`src/pkg/ddc_path_pkg.sv`:
```
package ddc_path_pkg;
    // register indices and byte addresses
    localparam logic [3:0]  idx_serial_out = 4'h5;
    localparam logic [3:0]  idx_path_cfg   = 4'h6;
    localparam logic [3:0]  idx_sync_sel   = 4'hb;
    localparam logic [7:0]  adr_serial_out = 8'h14;
    localparam logic [7:0]  adr_path_cfg   = 8'h18;
    localparam logic [7:0]  adr_sync_sel   = 8'h2c;
    localparam logic [7:0]  adr_fifo_stat  = 8'h30;
    // serial output config fields
    localparam int          pos_clkdiv     = 12;
    localparam int          pos_wide       = 7;
    localparam int          pos_partner_q  = 6;
    localparam int          pos_fs_delay   = 0;
    // path config fields, then the sync select cic field
    localparam int          pos_mux_a      = 12;
    localparam int          pos_rnd_off    = 11;
    localparam int          pos_gain_embed = 10;
    localparam int          pos_rate       = 8;
    localparam int          pos_mux_b      = 4;
    localparam int          pos_real_only  = 3;
    localparam int          pos_cic_bypass = 2;
    localparam int          pos_dbl_tap    = 0;
    localparam int          pos_sync_cic   = 12;
    // reset values
    localparam logic [15:0] rst_serial_out = 16'h1001;
    localparam logic [15:0] rst_path_cfg   = 16'h0800;
    localparam logic [15:0] rst_sync_sel   = 16'h0000;
    // double-tap codes and tap counts, sample width and fifo depth
    localparam logic [1:0]  dbl_normal     = 2'h0;
    localparam logic [1:0]  dbl_secondary  = 2'h1;
    localparam logic [1:0]  dbl_main       = 2'h2;
    localparam int          taps_normal    = 64;
    localparam int          taps_double    = 128;
    localparam int          samp_w         = 16;
    localparam int          fifo_depth     = 16;

    typedef struct packed {
        logic [samp_w-1:0] i;
        logic [samp_w-1:0] q;
    } iq_t;

    typedef struct packed {
        logic [3:0] clk_div;
        logic       wide_pin;
        logic       partner_q;
        logic [1:0] fs_delay;
    } ser_cfg_t;

    typedef enum logic [2:0] {
        st_idle  = 3'b001,
        st_delay = 3'b010,
        st_shift = 3'b100
    } ser_state_t;
endpackage

```
`src/core/iq_fifo.sv`:
```
`timescale 1ns/1ps
module iq_fifo
    import ddc_path_pkg::*;
#(
    parameter int WIDTH = 32,
    parameter int DEPTH = 16
)(
    input  wire logic             hclk,
    input  wire logic             hresetn,
    input  wire logic             in_valid,
    output logic                  in_ready,
    input  wire logic [WIDTH-1:0] in_data,
    output logic                  out_valid,
    input  wire logic             out_ready,
    output logic      [WIDTH-1:0] out_data,
    output logic [$clog2(DEPTH):0] level
);
    localparam int AW = $clog2(DEPTH);
    logic [WIDTH-1:0] mem_q [DEPTH];
    logic [AW-1:0]    wr_q;
    logic [AW-1:0]    rd_q;
    logic [AW:0]      cnt_q;
    wire              push = in_valid && in_ready;
    wire              pop  = out_valid && out_ready;

    // honest full and empty from the occupancy count
    assign in_ready  = (cnt_q != (AW+1)'(DEPTH));
    assign out_valid = (cnt_q != '0);
    assign out_data  = mem_q[rd_q];
    assign level     = cnt_q;

    // storage write
    always_ff @(posedge hclk)
    begin
        if (push)
            mem_q[wr_q] <= in_data;
    end

    // pointers and count
    always_ff @(posedge hclk or negedge hresetn)
    begin
        if (!hresetn)
        begin
            wr_q  <= '0;
            rd_q  <= '0;
            cnt_q <= '0;
        end
        else
        begin
            if (push)
                wr_q <= (wr_q == AW'(DEPTH-1)) ? '0 : wr_q + 1'b1;
            if (pop)
                rd_q <= (rd_q == AW'(DEPTH-1)) ? '0 : rd_q + 1'b1;
            cnt_q <= cnt_q + (AW+1)'(push) - (AW+1)'(pop);
        end
    end
endmodule

```
`src/core/ddc_channel_path_control.sv`:
```
// The AHB-Lite register port was chosen for this implementation.
`timescale 1ns/1ps
module ddc_channel_path_control
    import ddc_path_pkg::*;
#(
    parameter int N_SRC  = 16,
    parameter int DEPTH  = fifo_depth
)(
    input  wire logic                     hclk,
    input  wire logic                     hresetn,
    input  wire logic                     hsel,
    input  wire logic [31:0]              haddr,
    input  wire logic [1:0]               htrans,
    input  wire logic                     hwrite,
    input  wire logic [2:0]               hsize,
    input  wire logic [31:0]              hwdata,
    input  wire logic                     hready,
    output logic      [31:0]              hrdata,
    output logic                          hreadyout,
    output logic                          hresp,
    input  wire logic                     umts_mode,
    input  wire logic [N_SRC*2*samp_w-1:0] mix_src,
    input  wire logic [samp_w-1:0]        rxin_a,
    input  wire logic [samp_w-1:0]        rxin_b,
    input  wire logic [7:0]               sync_sources,
    input  wire logic                     agc_valid,
    input  wire iq_t                      agc_full,
    input  wire logic [15:0]              agc_gain,
    input  wire iq_t                      partner_iq,
    output iq_t                           mixer_a,
    output iq_t                           mixer_b,
    output iq_t                           cfir_in,
    output logic                          cfir_sync,
    output logic                          cic_bypass,
    output logic                          cic_sync,
    output logic [2:0]                    rate_div_log2,
    output logic                          pfir_chain_out_en,
    output logic                          pfir_chain_in_en,
    output logic                          pfir_sum_add_en,
    output logic [7:0]                    pfir_max_taps,
    output logic [3:0]                    ser_i_pins,
    output logic [3:0]                    ser_q_pins,
    output logic                          ser_wide,
    output logic                          ser_bit_clk,
    output logic                          ser_frame_sync
);
    // register file
    logic [15:0] ser_cfg_q;
    logic [15:0] path_cfg_q;
    logic [15:0] sync_sel_q;
    // ahb address phase capture
    logic        wr_pend_q;
    logic [7:0]  adr_q;

    // ahb decode
    wire         take     = hsel && hready && htrans[1];
    wire         wr_ser   = wr_pend_q && (adr_q == adr_serial_out);
    wire         wr_path  = wr_pend_q && (adr_q == adr_path_cfg);
    wire         wr_sync  = wr_pend_q && (adr_q == adr_sync_sel);
    assign hreadyout = 1'b1;
    assign hresp     = 1'b0;

    // address phase register
    always_ff @(posedge hclk or negedge hresetn)
    begin
        if (!hresetn)
        begin
            wr_pend_q <= 1'b0;
            adr_q     <= '0;
        end
        else
        begin
            wr_pend_q <= take && hwrite;
            if (take)
                adr_q <= haddr[7:0];
        end
    end

    // config register writes land in the data phase
    always_ff @(posedge hclk or negedge hresetn)
    begin
        if (!hresetn)
        begin
            ser_cfg_q  <= rst_serial_out;
            path_cfg_q <= rst_path_cfg;
            sync_sel_q <= rst_sync_sel;
        end
        else
        begin
            if (wr_ser)
                ser_cfg_q <= hwdata[15:0];
            if (wr_path)
                path_cfg_q <= hwdata[15:0];
            if (wr_sync)
                sync_sel_q <= hwdata[15:0];
        end
    end

    // field extraction
    ser_cfg_t    scfg;
    wire  [3:0]  sel_a     = path_cfg_q[pos_mux_a +: 4];
    wire  [3:0]  sel_b     = path_cfg_q[pos_mux_b +: 4];
    wire         rnd_off   = path_cfg_q[pos_rnd_off];
    wire         gain_emb  = path_cfg_q[pos_gain_embed];
    wire  [1:0]  rate      = path_cfg_q[pos_rate +: 2];
    wire         real_only = path_cfg_q[pos_real_only];
    wire  [1:0]  dbl       = path_cfg_q[pos_dbl_tap +: 2];
    wire  [2:0]  sync_cic  = sync_sel_q[pos_sync_cic +: 3];
    assign scfg = ser_cfg_t'({ser_cfg_q[pos_clkdiv +: 4], ser_cfg_q[pos_wide],
                              ser_cfg_q[pos_partner_q], ser_cfg_q[pos_fs_delay +: 2]});

    // pick one I/Q pair from the source bus
    function automatic iq_t pick_src(input logic [N_SRC*2*samp_w-1:0] bus, input logic [3:0] s, input logic ro);
        iq_t v;
        v = iq_t'(bus[s*2*samp_w +: 2*samp_w]);
        if (ro)
            v.q = '0;
        return v;
    endfunction

    // mixer inputs, with Q held at zero in real-only mode
    assign mixer_a = pick_src(mix_src, sel_a, real_only);
    assign mixer_b = pick_src(mix_src, sel_b, real_only);

    // the raw ports always feed the cfir; cic bypass gates the cfir sync
    assign cic_bypass = path_cfg_q[pos_cic_bypass];
    assign cfir_in    = '{i: rxin_a, q: rxin_b};
    assign cfir_sync  = cic_bypass && rxin_a[0];
    assign cic_sync   = sync_sources[sync_cic];
    assign rate_div_log2 = {1'b0, rate};

    // double tap chaining controls
    assign pfir_chain_out_en = (dbl == dbl_main);
    assign pfir_sum_add_en   = (dbl == dbl_main);
    assign pfir_chain_in_en  = (dbl == dbl_secondary);
    assign pfir_max_taps     = (dbl == dbl_normal) ? 8'(taps_normal) : 8'(taps_double);

    // agc output shaping: rounding and gain embed
    iq_t         agc_shaped;
    wire  [15:0] rnd_i = agc_full.i + {15'h0000, ~rnd_off};
    wire  [15:0] rnd_q = agc_full.q + {15'h0000, ~rnd_off};
    assign agc_shaped.i = gain_emb ? {rnd_i[15:1], agc_gain[15]} : rnd_i;
    assign agc_shaped.q = gain_emb ? {rnd_q[15:1], agc_gain[14]} : rnd_q;

    // sample buffer between agc and the serializer
    logic        f_ready;
    logic        f_valid;
    iq_t         f_data;
    logic        f_pop;
    logic [$clog2(DEPTH):0] f_level;
    iq_fifo #(.WIDTH(2*samp_w), .DEPTH(DEPTH)) u_fifo (
        .hclk      (hclk),
        .hresetn   (hresetn),
        .in_valid  (agc_valid),
        .in_ready  (f_ready),
        .in_data   (agc_shaped),
        .out_valid (f_valid),
        .out_ready (f_pop),
        .out_data  (f_data),
        .level     (f_level)
    );

    // read mux
    wire  [15:0] rd_mux = (adr_q == adr_serial_out) ? ser_cfg_q :
                          (adr_q == adr_path_cfg)   ? path_cfg_q :
                          (adr_q == adr_sync_sel)   ? sync_sel_q :
                          (adr_q == adr_fifo_stat)  ? {f_ready, f_valid, 9'h000, 5'(f_level)} : 16'h0000;
    assign hrdata = {16'h0000, rd_mux};

    // serializer state
    ser_state_t  st_q;
    logic [3:0]  div_q;
    logic [1:0]  dly_q;
    logic [4:0]  bit_q;
    logic        bclk_q;
    logic        fs_q;
    logic [15:0] sh_i_q;
    logic [15:0] sh_q_q;
    logic [3:0]  oi_q;
    logic [3:0]  oq_q;
    wire         tick     = (div_q == scfg.clk_div);
    wire  [4:0]  half_per = (5'(scfg.clk_div) + 5'h01) >> 1; // bit clock high for half the period, rounded down, from one hclk into the bit
    wire         wide     = umts_mode && scfg.wide_pin;
    wire  [4:0]  lanes    = wide ? 5'd4 : 5'd2;
    wire  [4:0]  last_bit = 5'(samp_w) - lanes;
    wire  [15:0] q_src    = scfg.partner_q ? partner_iq.q : f_data.q;
    assign f_pop    = tick && (st_q == st_idle) && f_valid;
    assign ser_wide = wide;

    // bit clock divider
    always_ff @(posedge hclk or negedge hresetn)
    begin
        if (!hresetn)
        begin
            div_q  <= '0;
            bclk_q <= 1'b0;
        end
        else
        begin
            div_q  <= tick ? 4'h0 : div_q + 4'h1;
            bclk_q <= ({1'b0, div_q} < half_per); // rises the cycle after a tick, one hclk into the bit
        end
    end

    // frame state machine: sync, delay, shift
    always_ff @(posedge hclk or negedge hresetn)
    begin
        if (!hresetn)
        begin
            st_q   <= st_idle;
            dly_q  <= '0;
            bit_q  <= '0;
            fs_q   <= 1'b0;
            sh_i_q <= '0;
            sh_q_q <= '0;
            oi_q   <= '0;
            oq_q   <= '0;
        end
        else if (tick)
        begin
            fs_q <= 1'b0;
            case (st_q)
                st_idle:
                begin
                    if (f_valid)
                    begin
                        sh_i_q <= f_data.i;
                        sh_q_q <= q_src;
                        fs_q   <= 1'b1;
                        dly_q  <= scfg.fs_delay;
                        bit_q  <= '0;
                        st_q   <= (scfg.fs_delay == 2'h0) ? st_shift : st_delay;
                    end
                end
                st_delay:
                begin
                    dly_q <= dly_q - 2'h1;
                    if (dly_q == 2'h1)
                        st_q <= st_shift;
                end
                st_shift:
                begin
                    // wide pair: I on these pins, Q goes out on the neighbour
                    if (wide)
                    begin
                        oi_q <= sh_i_q[15:12];
                        oq_q <= sh_q_q[15:12];
                    end
                    else
                    begin
                        oi_q <= {2'b00, sh_i_q[15:14]};
                        oq_q <= {2'b00, sh_q_q[15:14]};
                    end
                    sh_i_q <= wide ? {sh_i_q[11:0], 4'h0} : {sh_i_q[13:0], 2'b00};
                    sh_q_q <= wide ? {sh_q_q[11:0], 4'h0} : {sh_q_q[13:0], 2'b00};
                    bit_q  <= bit_q + lanes;
                    if (bit_q == last_bit)
                        st_q <= st_idle;
                end
                default:
                    st_q <= st_idle;
            endcase
        end
    end

    assign ser_i_pins     = oi_q;
    assign ser_q_pins     = oq_q;
    // full rate leaves no room for a divided clock, so the inverted clock marks mid-bit
    assign ser_bit_clk    = (scfg.clk_div == 4'h0) ? ~hclk : bclk_q;
    assign ser_frame_sync = fs_q;
endmodule

```
`config.mk`:
```
export PLATFORM = sky130hd
export DESIGN_NAME = ddc_channel_path_control
export DESIGN_NICKNAME = d
export VERILOG_FILES = /design/src/pkg/ddc_path_pkg.sv /design/src/core/iq_fifo.sv /design/src/core/ddc_channel_path_control.sv
export SDC_FILE = /design/constraint.sdc
export NUM_CORES = 1
export LEC_CHECK = 0
export ABC_CLOCK_PERIOD_IN_PS = 5740
export BUFFER_PORTS_ARGS = -buffer_cell sky130_fd_sc_hd__buf_2
export CAP_MARGIN = 10
export CORE_AREA = 2 2 336 338
export CTS_CLUSTER_DIAMETER = 150
export DETAILED_ROUTE_END_ITERATION = 10
export DIE_AREA = 0 0 338 340
export PLACE_DENSITY_LB_ADDON = 0.12
export SLEW_MARGIN = 20
export SYNTH_ARGS = -nofsm -noshare
export SYNTH_HDL_FRONTEND = slang
export SYNTH_SLANG_ARGS = --single-unit
export TNS_END_PERCENT = 50
```
`constraint.sdc`:
```
create_clock -name hclk -period 5.74 [get_ports hclk]
set_clock_uncertainty 0.15 [all_clocks]
set_input_delay 1.148 -clock hclk [delete_from_list [all_inputs] [get_ports hclk]]
set_output_delay 1.148 -clock hclk [all_outputs]
set_load 0.02 [all_outputs]
```
==> key figures <==
Status
  – Status: complete, no violations

Floorplan
  – Io pins: 866
  – Die X-Extent: 338 µm
  – Die area: 0.115 mm²
  – Initial Util: 0.308
  – Core area: 0.112 mm²
  – Std-Cell Rows: 123
  – Die height: 340 µm

Synthesis
  – Yosys reg bits: 637
  – XOR/XNOR Fraction of Synth Area: 0.0107
  – Multiplexer share of the synthesized area: 0.313
  – Area leader, netlist: edfxtp_1
  – Cells after synthesis: 2,038
  – Ranking of synthesized cells by area: edfxtp_1, mux4_2, dfrtp_1, mux2_2, buf_4
  – Top_reg_cell synth: edfxtp_1
  – Yosys cell types: 64
  – Avg Cell Area, Syn: 16.9 µm²
  – Synth Area in Adders: 0.00990
  – Synth cell count leaders: edfxtp_1, mux4_2, nand2_1
  – Simple-gate share of the synthesized area: 0.0491
  – Register area share after synthesis: 0.538
  – Mapped cell area: 0.0344 mm²
  – Largest family of logic cells by synthesized area: multiplexers
  – Post-synth EDFFs: 512
  – Yosys Warn Count: 0
  – Synth async-reset ratio: 0.196
  – Top-area cell type share of the netlist area: 0.447
  – Count leader, synth: edfxtp_1
  – Synth Area in Compound Gates: 0.0416

Global routing
  – GR Util met1: 0.314
  – Grt total ovfl: 0
  – Met2 Track Usage GR: 0.415
  – Busiest layer in global routing: met2
  – Initial antenna violation count: 90
  – Total track usage: 0.262
  – Largest net degree at the start of global routing: 85
  – M3 GR Usage: 0.0973
  – Vias in the first global route: 24,454
  – First-pass GRT wire length: 206,000 µm

Drt
  – Routed vias: 23,627
  – Drc violations: 0
  – Antenna-violating nets left: 0
  – Final wirelength: 153,000 µm
  – Routed vias/inst: 5.50
  – Iteration-0 DRC Markers: 2,035
  – Drt wl/cell: 35.7 µm
  – Drt pass-1 iters: 5

CTS
  – Worst-Skew Late Latency: 720 ps
  – Resized cells post-CTS: 1
  – CTS tree: yes
  – Post-CTS Setup Bufs: 0
  – Hold_buf cts: 0
  – Clock transition at the registers of the reported paths: 60 ps

Worst setup path
  – Cell seen most often among critical-path stages: clkbuf_16
  – CP cell instances: clkbuf_16 -> clkbuf_16 -> o21ai_1 -> buf_2
  – Worst endpoint required time: 4440 ps
  – Slowest stage delay, CP: 580 ps
  – Buf+Inv Stages, Crit Path: 3
  – CP Capture Type: output port
  – Worst-path maximum fanout: 2
  – WS Path Type: clock port to output port
  – Crit-path leading delay family: compound AO/OA/AOI/OAI gates
  – Worst path slowest cell: o21ai_1
  – Arrival @ worst endpoint: 4000 ps
  – Startpoint types: clock port

Layout
  – Post-Layout Inst Area: 0.0422 mm²
  – Area used by multi-input combinational logic: 0.0149 mm²
  – FF+latch area: 0.0185 mm²
  – Layout area overhead: 22.6%
  – Layout net count: 3,425
  – Layout cells sized above 1: 0.524
  – # fillers: 10,563

STA
  – Setup violators final: 0
  – Final hold vios: 0
  – Max Slew Vio Count: 0
  – Setup tns final: 0 ps
  – Slew Limit Headroom: 0.256
  – Worst-Margin Slew: 1110 ps
  – RSZ-0062 raised after global routing: false

Pwr
  – Maximum VDD drop: 0.226 mV
  – P_leak: 15.2 nW
  – Pwr Density: 356 mW/mm²

Placement
  – Port-buffer cells: 704
  – DP Area: 0.0395 mm²
  – GP Congestion: 0.981
  – Post-DP HPWL: 117,000 µm

Hold path
  – Worst hold path class: flip-flop to flip-flop

Job
  – Max-cap violations: 0
==> final timing paths <==
path / from / end / slack [ps] / depth (start not counted)
max: hclk / ser_bit_clk / 440 / 4
min: bit_q[4] / bit_q[4] / 350 / 1
max reg2reg: st_q[0] / u_fifo.level[4] / 1780 / 14
min reg2reg: bit_q[4] / bit_q[4] / 350 / 1
max in group asynchronous: hresetn / path_cfg_q[4] / 3900 / 2
min in group asynchronous: hresetn / adr_q[3] / 360 / 1
==> flip-flops by register name, indices dropped and copies added (netlist names), 2 cells and up <==
| register | cells |
|---|---|
| div_q | 4 |
| ser_i_pins | 4 |
| u_fifo.rd_q | 4 |
| dly_q | 2 |
| st_q | 3 |
| bit_q | 4 |
| u_fifo.wr_q | 4 |
| sh_i_q | 16 |
| ser_q_pins | 4 |
| u_fifo.level | 5 |
| path_cfg_q | 16 |
| ser_cfg_q | 16 |
| sync_sel_q | 16 |
| u_fifo.mem_q | 512 |
| sh_q_q | 16 |
| adr_q | 8 |
==> per-layer routing <==
metal	part of all wire	routed length, µm
met4	0.051	7830
met2	0.47	72300
met5	0.00046	70
met3	0.10	16100
met1	0.37	56900
==> logic make-up (layout without fill, tap and decap cells) <==
| kind of cell | count (synthesis) | count (layout) |
|---|---|---|
| multiplexers | 528 | 528 |
| buffers and inverters | 242 | 927 |
| other | 2 | 75 |
| adder cells (fa/ha/maj) | 26 | 26 |
| flip-flops | 637 | 637 |
| XOR/XNOR | 42 | 42 |
| AND/OR/NAND/NOR | 357 | 357 |
| AO/OA/AOI/OAI | 204 | 204 |
==> area by class of cell <==
cell class / count / area share
multi-input cells: 1182 / 0.353
diodes: 50 / 0.00297
clock inverters: 44 / 0.0125
clock buffers: 86 / 0.0452
flip-flops and latches: 637 / 0.440
well taps: 1500 / 0.0445
inverters: 25 / 0.00223
repair buffers: 772 / 0.100
==> placed cells by master (no fill, tap or decap), types with 13 or more instances in the layout <==
cell       netlist  routed
nor3_1          19      14
conb_1           2      25
o22ai_1         27      27
buf_4           70      55
o2111ai_1       13      13
nand3_1         27      27
diode_2          0      50
clkinv_2         0      13
nand2_1        136     136
buf_12           0      14
ha_1            24      24
mux2i_1         36      36
edfxtp_1       512     512
mux4_2         432     432
xnor2_2          0      13
mux2_2          60      60
a22oi_1         31      31
nor2_1          87      75
buf_2           49     703
nor2b_1         38      36
a21oi_1         41      41
xnor2_1         33      20
o21ai_0         15      14
clkbuf_16        0      74
a31oi_1         20      20
inv_1           24      24
dfrtp_1        121     110
o32a_1          14      14
==> report_power, final <==
part | leakage [nW] | switching, W | internal, W
clock network | 1.18 | 0.00192 | 0.00281
registers | 6.09 | 0.000547 | 0.00561
logic | 7.88 | 0.00220 | 0.00192
total | 15.2 | 0.00466 | 0.0103
==> metrics by stage <==
stage / setup slack, ps / std cells / util / hold slack, ps / total power (W)
floorplan: 1090 / 2061 / - / 304 / 0.00884
global placement: 1280 / 4117 / 0.354 / 321 / 0.0103
detailed placement: 1280 / 4117 / 0.354 / 339 / 0.0104
CTS: 280 / 4246 / 0.376 / 351 / 0.0152
global route: 245 / 4280 / 0.378 / 366 / 0.0157
finish: 444 / 4296 / 0.378 / 352 / 0.0150
==> worst reg2reg max path: stages (launching register included) <==
cell and delay, ps:
dfstp_2 580, nor3b_1 400, and2_1 780, nand2_1 150
inv_1 390, ha_1 320, inv_1 50, ha_1 150
inv_1 60, fa_1 420, inv_1 70, a21oi_1 60
nor2_1 90, nor2_1 60, xnor2_1 110
Power figures use the tool's default switching activity.
